<file path="config.mk">
export PLATFORM = sky130hd
export DESIGN_NAME = imr_master_rx
export DESIGN_NICKNAME = d
export VERILOG_FILES = /design/src/logic/imr_pin_sync.v /design/src/logic/imr_skid_buf.v /design/src/logic/imr_master_rx.v
export VERILOG_INCLUDE_DIRS = /design/src /design/src/shared
export SDC_FILE = /design/constraint.sdc
export NUM_CORES = 1
export LEC_CHECK = 0
export BUFFER_PORTS_ARGS = -buffer_cell sky130_fd_sc_hd__clkbuf_2
export CORE_ASPECT_RATIO = 0.6
export CORE_UTILIZATION = 35
export DETAILED_ROUTE_END_ITERATION = 8
export HOLD_SLACK_MARGIN = 0.12
export PLACE_DENSITY = 0.6
export SLEW_MARGIN = 20
export SYNTH_ARGS = -nofsm -noshare
export SYNTH_HDL_FRONTEND = slang
export SYNTH_SLANG_ARGS = --single-unit
</file>
<file path="constraint.sdc">
create_clock -name clk_i -period 6.49 [get_ports clk_i]
set_input_delay 0.9735 -clock clk_i [delete_from_list [all_inputs] [get_ports clk_i]]
set_output_delay 0.9735 -clock clk_i [all_outputs]
set_load 0.02 [all_outputs]
</file>
<file path="src/shared/imr_map.vh">
`ifndef IMR_MAP_VH
`define IMR_MAP_VH
// baud reload: one less than a quarter of an scl period in system clocks
`define IMR_BRG_RELOAD_DEF 8'h04
`define IMR_BRG_W          8
// bits in a byte and position of the ack bit
`define IMR_BITS_PER_BYTE  4'h8
`define IMR_ACK_BIT_NUM    4'h9
// reset values and buffer depth
`define IMR_BYTE_RST       8'h00
`define IMR_BUF_DEPTH      2
`endif

</file>
<file path="src/logic/imr_pin_sync.v">
`timescale 1ns/1ps
`default_nettype none
// three-stage synchroniser; output changes once stages two and three agree
module imr_pin_sync (
    // clock and reset
    input  wire clk_i,
    input  wire sys_rst_i,
    // pin
    input  wire pin_i,
    output reg  level_o
);
    reg s1;
    reg s2;
    reg s3;

    always @(posedge clk_i) begin
        if (sys_rst_i) begin
            s1      <= 1'b1;
            s2      <= 1'b1;
            s3      <= 1'b1;
            level_o <= 1'b1;
        end else begin
            s1 <= pin_i;
            s2 <= s1;
            s3 <= s2;
            if (s2 == s3) begin
                level_o <= s3;
            end
        end
    end
endmodule
`default_nettype wire

</file>
<file path="src/logic/imr_skid_buf.v">
`timescale 1ns/1ps
`default_nettype none
`include "imr_map.vh"
// two-entry buffer with valid/ready on both sides
module imr_skid_buf #(
    parameter W = 8
) (
    // clock and reset
    input  wire         clk_i,
    input  wire         sys_rst_i,
    // fill side
    input  wire         in_valid_i,
    input  wire [W-1:0] in_data_i,
    output wire         in_ready_o,
    // drain side
    output wire         out_valid_o,
    output wire [W-1:0] out_data_o,
    input  wire         out_ready_i
);
    reg [W-1:0] mem [0:1];
    reg         wr_ptr;
    reg         rd_ptr;
    reg [1:0]   count;
    wire        push;
    wire        pop;

    assign in_ready_o  = (count != 2'h2);
    assign out_valid_o = (count != 2'h0);
    assign out_data_o  = mem[rd_ptr];
    assign push        = in_valid_i & in_ready_o;
    assign pop         = out_valid_o & out_ready_i;

    always @(posedge clk_i) begin
        if (push) begin
            mem[wr_ptr] <= in_data_i;
        end
    end

    always @(posedge clk_i) begin
        if (sys_rst_i) begin
            wr_ptr <= 1'b0;
            rd_ptr <= 1'b0;
            count  <= 2'h0;
        end else begin
            if (push) begin
                wr_ptr <= ~wr_ptr;
            end
            if (pop) begin
                rd_ptr <= ~rd_ptr;
            end
            if (push & ~pop) begin
                count <= count + 2'h1;
            end else if (pop & ~push) begin
                count <= count - 2'h1;
            end
        end
    end
endmodule
`default_nettype wire

</file>
<file path="src/logic/imr_master_rx.v">
// Operation
// - A receive enable request is ignored unless the port is idle.
// - While receiving, four baud rollovers make one scl clock; the second samples one sda bit into the shifter while scl is high.
// - After the eighth falling scl edge, receive enable clears, the byte goes to the buffer, full and interrupt set, scl held low.
// - After a byte is handed over the port is idle and waits for the next command.
// - Full sets whenever a received data byte enters the buffer and clears on a buffer read.
// - Overflow sets when a byte completes while full is still set.
// - A buffer write during reception sets write collision and is discarded.
// - Start enable produces a start condition and sets the interrupt flag when it completes.
// - A buffer write of the address starts transmission of all eight bits on sda.
// - The slave acknowledge after the address is sampled into the ack status bit.
// - The interrupt flag rises at the end of the ninth clock of an address byte.
// - Ack sequence enable clocks the ack data value out as the ninth bit.
// - The interrupt flag sets once the master ack bit has been clocked out.
// - Receive, capture and ack repeat per byte; a transfer ends with a nack or a stop.
`timescale 1ns/1ps
`default_nettype none
`include "imr_map.vh"
module imr_master_rx #(
    parameter [7:0] BRG_RELOAD = `IMR_BRG_RELOAD_DEF
) (
    // clock and reset
    input  wire       clk_i,
    input  wire       sys_rst_i,
    // software commands (one-cycle pulses)
    input  wire       start_condition_enable_i,
    input  wire       stop_enable_i,
    input  wire       receive_enable_bit_i,
    input  wire       ack_sequence_enable_i,
    input  wire       ack_data_value_i,
    input  wire       buf_wr_i,
    input  wire [7:0] buf_wr_data_i,
    input  wire       buf_rd_i,
    input  wire       int_clr_i,
    input  wire       ovf_clr_i,
    input  wire       write_collision_flag_clr_i,
    // buffer and status
    output reg  [7:0] serial_buffer_register_o,
    output reg        buffer_full_flag_o,
    output reg        serial_interrupt_flag_o,
    output reg        receive_overflow_flag_o,
    output reg        write_collision_flag_o,
    output reg        ack_status_bit_o,
    output reg        receive_enable_bit_o,
    output reg        ack_sequence_enable_o,
    output reg        idle_o,
    // bus pins, oe low while driving low
    input  wire       scl_i,
    output reg        scl_oe_n_o,
    input  wire       sda_i,
    output reg        sda_oe_n_o
);
    localparam [2:0] ST_IDLE  = 3'h0;
    localparam [2:0] ST_START = 3'h1;
    localparam [2:0] ST_TX    = 3'h2;
    localparam [2:0] ST_RX    = 3'h3;
    localparam [2:0] ST_ACK   = 3'h4;
    localparam [2:0] ST_STOP  = 3'h5;

    reg  [2:0] state;
    reg  [7:0] brg;
    reg  [1:0] phase;
    reg  [3:0] bit_cnt;
    reg  [7:0] rx_shift_register;
    reg  [7:0] tx_shift;
    reg        ack_val;
    wire       tick;
    wire       scl_s;
    wire       sda_s;
    wire       rxb_valid;
    wire [7:0] rxb_data;
    wire       rxb_ready;
    reg        cap_valid;
    reg  [7:0] cap_data;
    wire       cap_ready;
    wire       busy_rx;
    wire       scl_stretched;

    // true on the last data bit of a byte
    function byte_done;
        input [3:0] cnt;
        begin
            byte_done = (cnt == (`IMR_BITS_PER_BYTE - 4'h1));
        end
    endfunction

    // true on the ninth bit, the acknowledge slot
    function ack_slot;
        input [3:0] cnt;
        begin
            ack_slot = (cnt == `IMR_BITS_PER_BYTE);
        end
    endfunction

    imr_pin_sync u_scl_sync (
        .clk_i     (clk_i),
        .sys_rst_i (sys_rst_i),
        .pin_i     (scl_i),
        .level_o   (scl_s)
    );

    imr_pin_sync u_sda_sync (
        .clk_i     (clk_i),
        .sys_rst_i (sys_rst_i),
        .pin_i     (sda_i),
        .level_o   (sda_s)
    );

    // captured bytes pass a two-entry buffer before the software buffer
    imr_skid_buf #(
        .W (8)
    ) u_rx_buf (
        .clk_i       (clk_i),
        .sys_rst_i   (sys_rst_i),
        .in_valid_i  (cap_valid),
        .in_data_i   (cap_data),
        .in_ready_o  (cap_ready),
        .out_valid_o (rxb_valid),
        .out_data_o  (rxb_data),
        .out_ready_i (rxb_ready)
    );

    // the software buffer takes a word every cycle, so the drain never stalls
    assign rxb_ready = 1'b1;
    assign busy_rx   = (state == ST_RX) | cap_valid;

    // baud generator runs only outside idle; a low scl from the slave stretches
    assign scl_stretched = scl_oe_n_o & ~scl_s;
    assign tick          = (state != ST_IDLE) && (brg == 8'h00) && !scl_stretched;

    always @(posedge clk_i) begin
        if (sys_rst_i || state == ST_IDLE) begin
            brg <= BRG_RELOAD;
        end else if (brg == 8'h00) begin
            if (tick) begin
                brg <= BRG_RELOAD;
            end
        end else begin
            brg <= brg - 8'h01;
        end
    end

    // quarter-period phases: 0 rising, 1 high (sample), 2 falling, 3 low (data change)
    always @(posedge clk_i) begin
        if (sys_rst_i) begin
            state                   <= ST_IDLE;
            phase                   <= 2'h0;
            bit_cnt                 <= 4'h0;
            rx_shift_register       <= `IMR_BYTE_RST;
            tx_shift                <= `IMR_BYTE_RST;
            ack_val                 <= 1'b1;
            scl_oe_n_o              <= 1'b1;
            sda_oe_n_o              <= 1'b1;
            idle_o                  <= 1'b1;
            receive_enable_bit_o    <= 1'b0;
            ack_sequence_enable_o   <= 1'b0;
            ack_status_bit_o        <= 1'b0;
            serial_interrupt_flag_o <= 1'b0;
            write_collision_flag_o  <= 1'b0;
            receive_overflow_flag_o <= 1'b0;
            cap_valid               <= 1'b0;
            cap_data                <= `IMR_BYTE_RST;
        end else begin
            if (cap_valid && cap_ready) begin
                cap_valid <= 1'b0;
            end
            // clears come first so that a set further down wins
            if (int_clr_i) begin
                serial_interrupt_flag_o <= 1'b0;
            end
            if (ovf_clr_i) begin
                receive_overflow_flag_o <= 1'b0;
            end
            if (write_collision_flag_clr_i) begin
                write_collision_flag_o <= 1'b0;
            end
            if (buf_wr_i && busy_rx) begin
                write_collision_flag_o <= 1'b1;
            end

            case (state)
                // commands are taken only here: start, stop, write, receive, ack
                ST_IDLE: begin
                    idle_o <= 1'b1;
                    phase  <= 2'h0;
                    if (start_condition_enable_i) begin
                        state  <= ST_START;
                        idle_o <= 1'b0;
                    end else if (stop_enable_i) begin
                        state      <= ST_STOP;
                        sda_oe_n_o <= 1'b0;
                        idle_o     <= 1'b0;
                    end else if (buf_wr_i) begin
                        tx_shift   <= buf_wr_data_i;
                        bit_cnt    <= 4'h0;
                        state      <= ST_TX;
                        sda_oe_n_o <= buf_wr_data_i[7];
                        idle_o     <= 1'b0;
                    end else if (receive_enable_bit_i) begin
                        // accepted only here, in idle
                        receive_enable_bit_o <= 1'b1;
                        bit_cnt              <= 4'h0;
                        sda_oe_n_o           <= 1'b1;
                        state                <= ST_RX;
                        idle_o               <= 1'b0;
                    end else if (ack_sequence_enable_i) begin
                        ack_sequence_enable_o <= 1'b1;
                        ack_val               <= ack_data_value_i;
                        sda_oe_n_o            <= ack_data_value_i;
                        state                 <= ST_ACK;
                        idle_o                <= 1'b0;
                    end
                end

                // start: sda falls while scl is high
                ST_START: if (tick) begin
                    phase <= phase + 2'h1;
                    case (phase)
                        2'h0: begin
                            sda_oe_n_o <= 1'b1;
                            scl_oe_n_o <= 1'b1;
                        end
                        2'h1: sda_oe_n_o <= 1'b0;
                        2'h2: scl_oe_n_o <= 1'b0;
                        default: begin
                            serial_interrupt_flag_o <= 1'b1;
                            state                   <= ST_IDLE;
                            idle_o                  <= 1'b1;
                        end
                    endcase
                end

                // bit eight is the slave's acknowledge slot
                ST_TX: if (tick) begin
                    phase <= phase + 2'h1;
                    case (phase)
                        2'h0: scl_oe_n_o <= 1'b1;
                        2'h1: begin
                            if (ack_slot(bit_cnt)) begin
                                ack_status_bit_o <= sda_s;
                            end
                        end
                        2'h2: scl_oe_n_o <= 1'b0;
                        default: begin
                            bit_cnt <= bit_cnt + 4'h1;
                            if (ack_slot(bit_cnt)) begin
                                // end of the ninth clock
                                serial_interrupt_flag_o <= 1'b1;
                                state                   <= ST_IDLE;
                                idle_o                  <= 1'b1;
                            end else if (byte_done(bit_cnt)) begin
                                sda_oe_n_o <= 1'b1;
                            end else begin
                                tx_shift   <= {tx_shift[6:0], 1'b0};
                                sda_oe_n_o <= tx_shift[6];
                            end
                        end
                    endcase
                end

                // sample on the high quarter, once the synchroniser has settled
                ST_RX: if (tick) begin
                    phase <= phase + 2'h1;
                    case (phase)
                        2'h0: scl_oe_n_o <= 1'b1;
                        2'h1: rx_shift_register <= {rx_shift_register[6:0], sda_s};
                        2'h2: scl_oe_n_o <= 1'b0;
                        default: begin
                            bit_cnt <= bit_cnt + 4'h1;
                            if (byte_done(bit_cnt)) begin
                                // eighth falling edge: hand byte over, scl stays low
                                receive_enable_bit_o <= 1'b0;
                                cap_valid            <= 1'b1;
                                cap_data             <= rx_shift_register;
                                if (buffer_full_flag_o) begin
                                    receive_overflow_flag_o <= 1'b1;
                                end
                                serial_interrupt_flag_o <= 1'b1;
                                state                   <= ST_IDLE;
                                idle_o                  <= 1'b1;
                            end
                        end
                    endcase
                end

                // sda stays low after the ack bit so that a stop can follow
                ST_ACK: if (tick) begin
                    phase <= phase + 2'h1;
                    case (phase)
                        2'h0: scl_oe_n_o <= 1'b1;
                        2'h1: sda_oe_n_o <= ack_val;
                        2'h2: scl_oe_n_o <= 1'b0;
                        default: begin
                            sda_oe_n_o              <= 1'b0;
                            ack_sequence_enable_o   <= 1'b0;
                            serial_interrupt_flag_o <= 1'b1;
                            state                   <= ST_IDLE;
                            idle_o                  <= 1'b1;
                        end
                    endcase
                end

                // stop: scl up, then sda up while scl is high
                ST_STOP: if (tick) begin
                    phase <= phase + 2'h1;
                    case (phase)
                        2'h0: scl_oe_n_o <= 1'b1;
                        2'h1: sda_oe_n_o <= 1'b1;
                        2'h2: serial_interrupt_flag_o <= 1'b1;
                        default: begin
                            state  <= ST_IDLE;
                            idle_o <= 1'b1;
                        end
                    endcase
                end
                default: state <= ST_IDLE;
            endcase
        end
    end

    // software buffer and full flag; a new byte wins over a same-cycle read
    always @(posedge clk_i) begin
        if (sys_rst_i) begin
            serial_buffer_register_o <= `IMR_BYTE_RST;
            buffer_full_flag_o       <= 1'b0;
        end else if (rxb_valid) begin
            serial_buffer_register_o <= rxb_data;
            buffer_full_flag_o       <= 1'b1;
        end else begin
            if (buf_rd_i) begin
                buffer_full_flag_o <= 1'b0;
            end
            if (buf_wr_i && !busy_rx && state == ST_IDLE) begin
                serial_buffer_register_o <= buf_wr_data_i;
            end
        end
    end
endmodule
`default_nettype wire

</file>
==> impl_metrics.json <==
{
  "run_status": "finished clean",
  "final_instance_count_without_filler_cells": 604,
  "placed_cells_incl_taps": 588,
  "fin_tns_setup_ps": 0,
  "synthFlopType": "sky130_fd_sc_hd__dfxtp_1",
  "tritoncts_num_sinks": 89,
  "finalInstanceArea_mm2": 0.00458,
  "max_freq_ghz": 0.379,
  "avgViaCountPerCell": 5.38,
  "cts-hold-fix-buffers": 0,
  "finalSetupViolations": 0,
  "post_route_m1_wl_um": 4800,
  "critPathMaxStageDelay_ps": 550,
  "post-cts-setup-buffers": 0,
  "holdWs_ps": 407,
  "timing.final.hold_violations": 0,
  "p_leak_nw": 1.76,
  "ys_warn_count": 0,
  "async_reset_ff_share_pct": 0,
  "antennaDiodeCount": 0,
  "final_layout_size_suffix_gt1_share_pct": 16.3,
  "worst_hold_path_type": "reg2reg",
  "synth_sequential_area_ratio_pct": 48.4,
  "grt_start_max_net_pins": 73,
  "cts-resized-gates": 0,
  "postSynthRegisterBits": 89,
  "critical_path.endpoint_type": "flip-flop",
  "initial_cell_density_of_the_core_pct": 37.0,
  "core_area_mm2": 0.0108,
  "placementRows": 29,
  "grt_remaining_overflow": 0,
  "postPlaceCellArea_mm2": 0.00431,
  "die_h_um": 84.9,
  "top_layer_used": "met4",
  "cts-buffers-inserted": 9,
  "synthCells": 433,
  "post_synth_instance_area_mm2": 0.00401,
  "design.final.nets": 491,
  "setup_repair_after_global_routing_missed_its_margin": "false",
  "type_of_the_worst_setup_path": "reg2reg",
  "worstPathCellList": "inv_1, ha_1, nor3b_2, and3b_1, a41oi_1, a211o_1, a21oi_1",
  "drc_errors": 0,
  "finalCritPeriodShare_pct": 40.6,
  "global_route_wire_length_before_repair_um": 14900,
  "met3_wirelength_um": 575,
  "timing.final.ws_setup_ps": 3850,
  "place_hpwl_um": 6390,
  "cts_max_level": 3,
  "syn-num-nets": 464,
  "met2_wirelength_um": 3730,
  "drt-total-wl_um": 9210,
  "final_total_pwr_mw": 1.74,
  "critical-path-slowest-cell": "sky130_fd_sc_hd__and3b_1",
  "maxCapViolCount": 0,
  "ctsLongestPathBuffers": 2,
  "root_buffer": "sky130_fd_sc_hd__clkbuf_16",
  "crit_arrival_ps": 2910,
  "dominant_combinational_cell_family_by_area_after_synthesis": "simple AND/OR/NAND/NOR gates",
  "die-width_um": 140,
  "critical-path-top-delay-family": "compound AO/OA/AOI/OAI gates",
  "max-vdd-ir-drop_uv": 160,
  "first_pass_iters": 5,
  "flow.area_growth_from_synthesis_pct": 14.1,
  "synth_compound_area_share_pct": 16.5,
  "grt_antenna_before_repair": 0,
  "post_synth_mux_area_share_pct": 7.05,
  "globalRouteTotalUtil_pct": 16.2,
  "powerDensity_mw_per_mm2": 381,
  "dieArea_mm2": 0.0119,
  "post_synth_num_cell_types": 49,
  "final.min_clock_period_ps": 2640,
  "number_of_max_slew_violations_in_the_final_report": 0,
  "crit_start_category": "flip-flop",
  "synth_edf_count": 16,
  "synth_simple_gate_area_share_pct": 19.2,
  "clk_latency_ps": 340,
  "worst-path-max-fanout": 13,
  "final_antenna_net_count": 0,
  "crit_buf_inv": 1,
  "worst-endpoint-required_ps": 6760,
  "drt-wirelength-per-cell_um": 15.2,
  "yosys.area_share.adder_pct": 2.81,
  "final_util_pct": 42.2,
  "numPortBuffers": 39,
  "synth_xor_xnor_area_share_pct": 1.75,
  "first_global_vias": 2895,
  "slew_at_the_pin_closest_to_its_max_slew_limit_ps": 1030,
  "drtIter0Drc": 246,
  "gp_congestion": 0.839,
  "finalClockSkew_ps": 5.31,
  "tritoncts": "yes",
  "relSlewSlack_pct": 30.6,
  "num_vias": 3250,
  "pre_cts_slack_ps": 3950,
  "synthesis.area_per_instance_um2": 9.26,
  "floorplan.io_pins": 40,
  "clkSlewWorstSetupHoldPaths_ps": 60
}
[logic make-up (layout without fill, tap and decap cells)]
group	count (synthesis)	in the layout
and+or+nand+nor	154	154
AOI/OAI and AO/OA	103	103
DFF	89	89
buffers and inverters	42	74
muxes	28	28
adders and majority gates	9	9
xor gates and xnor gates	8	8
[synth_stat cells, types with 2 or more instances]
cell | count | share of area, %
sky130_fd_sc_hd__nand3_1 | 5 | 0.62
sky130_fd_sc_hd__nor3b_2 | 2 | 0.62
sky130_fd_sc_hd__a41oi_1 | 4 | 0.87
sky130_fd_sc_hd__nand3b_1 | 3 | 0.56
sky130_fd_sc_hd__or3_1 | 6 | 0.94
sky130_fd_sc_hd__ha_1 | 9 | 2.8
sky130_fd_sc_hd__and3b_1 | 2 | 0.44
sky130_fd_sc_hd__or2_2 | 8 | 1.2
sky130_fd_sc_hd__or4_1 | 2 | 0.37
sky130_fd_sc_hd__inv_1 | 16 | 1.5
sky130_fd_sc_hd__buf_2 | 7 | 0.87
sky130_fd_sc_hd__mux2i_1 | 26 | 6.5
sky130_fd_sc_hd__a32oi_1 | 2 | 0.44
sky130_fd_sc_hd__nor2_1 | 67 | 6.3
sky130_fd_sc_hd__nand2b_1 | 6 | 0.94
sky130_fd_sc_hd__xor2_1 | 5 | 1.1
sky130_fd_sc_hd__and3_1 | 3 | 0.47
sky130_fd_sc_hd__clkbuf_1 | 17 | 1.6
sky130_fd_sc_hd__a31oi_1 | 2 | 0.31
sky130_fd_sc_hd__nand4_1 | 4 | 0.62
sky130_fd_sc_hd__nor4_1 | 5 | 0.78
sky130_fd_sc_hd__nor3_1 | 6 | 0.75
sky130_fd_sc_hd__a211o_1 | 8 | 1.7
sky130_fd_sc_hd__edfxtp_1 | 16 | 12
sky130_fd_sc_hd__dfxtp_1 | 73 | 36
sky130_fd_sc_hd__nor2b_1 | 4 | 0.62
sky130_fd_sc_hd__xnor2_1 | 3 | 0.66
sky130_fd_sc_hd__o32ai_1 | 2 | 0.44
sky130_fd_sc_hd__mux2_2 | 2 | 0.56
sky130_fd_sc_hd__o21bai_1 | 4 | 0.75
sky130_fd_sc_hd__a211oi_1 | 11 | 2.1
sky130_fd_sc_hd__o41ai_1 | 2 | 0.44
sky130_fd_sc_hd__o31ai_1 | 4 | 0.75
sky130_fd_sc_hd__o21ai_0 | 19 | 2.4
sky130_fd_sc_hd__nand2_1 | 26 | 2.4
sky130_fd_sc_hd__a21oi_1 | 39 | 4.9
[cell type report]
cell class                 count  area [um^2]
sequential                    89         1940
clock buffer                  10          229
tap                          139          174
fill                        1068         6270
clock inverter                 6         42.5
multi-input combinational    302         1910
inverter                      16         60.1
timing repair buffer          42          218
[power by group]
group | total [mW] | leakage (nW) | internal (mW) | switching, mW
Combinational | 0.555 | 0.887 | 0.203 | 0.352
Clock | 0.478 | 0.130 | 0.260 | 0.218
Sequential | 0.711 | 0.742 | 0.630 | 0.0809
Total | 1.74 | 1.76 | 1.09 | 0.651
[cells in the final DEF, fill, tap and decap left out, types with 4 or more instances in the layout]
master,count
sky130_fd_sc_hd__o21bai_1,4
sky130_fd_sc_hd__mux2i_1,26
sky130_fd_sc_hd__or2_2,8
sky130_fd_sc_hd__o31ai_1,4
sky130_fd_sc_hd__nor2b_1,4
sky130_fd_sc_hd__o21ai_0,19
sky130_fd_sc_hd__ha_1,9
sky130_fd_sc_hd__a211oi_1,11
sky130_fd_sc_hd__nor3_1,6
sky130_fd_sc_hd__a21oi_1,39
sky130_fd_sc_hd__dfxtp_1,73
sky130_fd_sc_hd__nor2_1,67
sky130_fd_sc_hd__nand3_1,5
sky130_fd_sc_hd__clkbuf_2,39
sky130_fd_sc_hd__inv_1,16
sky130_fd_sc_hd__xor2_1,5
sky130_fd_sc_hd__edfxtp_1,16
sky130_fd_sc_hd__a211o_1,8
sky130_fd_sc_hd__nand4_1,4
sky130_fd_sc_hd__clkbuf_16,9
sky130_fd_sc_hd__nand2b_1,6
sky130_fd_sc_hd__nand2_1,26
sky130_fd_sc_hd__or3_1,6
sky130_fd_sc_hd__nor4_1,4
[registers in the layout, indices dropped and copies added (netlist names), 2 cells and up, named ones only]
name / cells
bit_cnt: 4
rx_shift_register: 8
tx_shift: 7
u_rx_buf.count: 2
u_rx_buf.mem: 16
state: 3
cap_data: 8
brg: 8
phase: 2
serial_buffer_register_o: 8
[per-layer routing]
layer	vias up	global-route usage, %
met5	-	0
met4	0	5.69
met3	11	4.18
met2	114	22.3
met1	1524	24.0
li1	1601	-
[worst paths after layout]
path                            cells after the start                        to  slack (ps)                      from
worst max register to register                      7  tx_shift[5]$_SDFFE_PP0P_        3850       brg[0]$_SDFFE_PP0P_
worst max-delay path                                7  tx_shift[5]$_SDFFE_PP0P_        3850       brg[0]$_SDFFE_PP0P_
worst min-delay path                                1  u_scl_sync.s2$_SDFF_PP1_         410  u_scl_sync.s1$_SDFF_PP1_
worst min register to register                      1  u_scl_sync.s2$_SDFF_PP1_         410  u_scl_sync.s1$_SDFF_PP1_
Power figures use the tool's default switching activity.
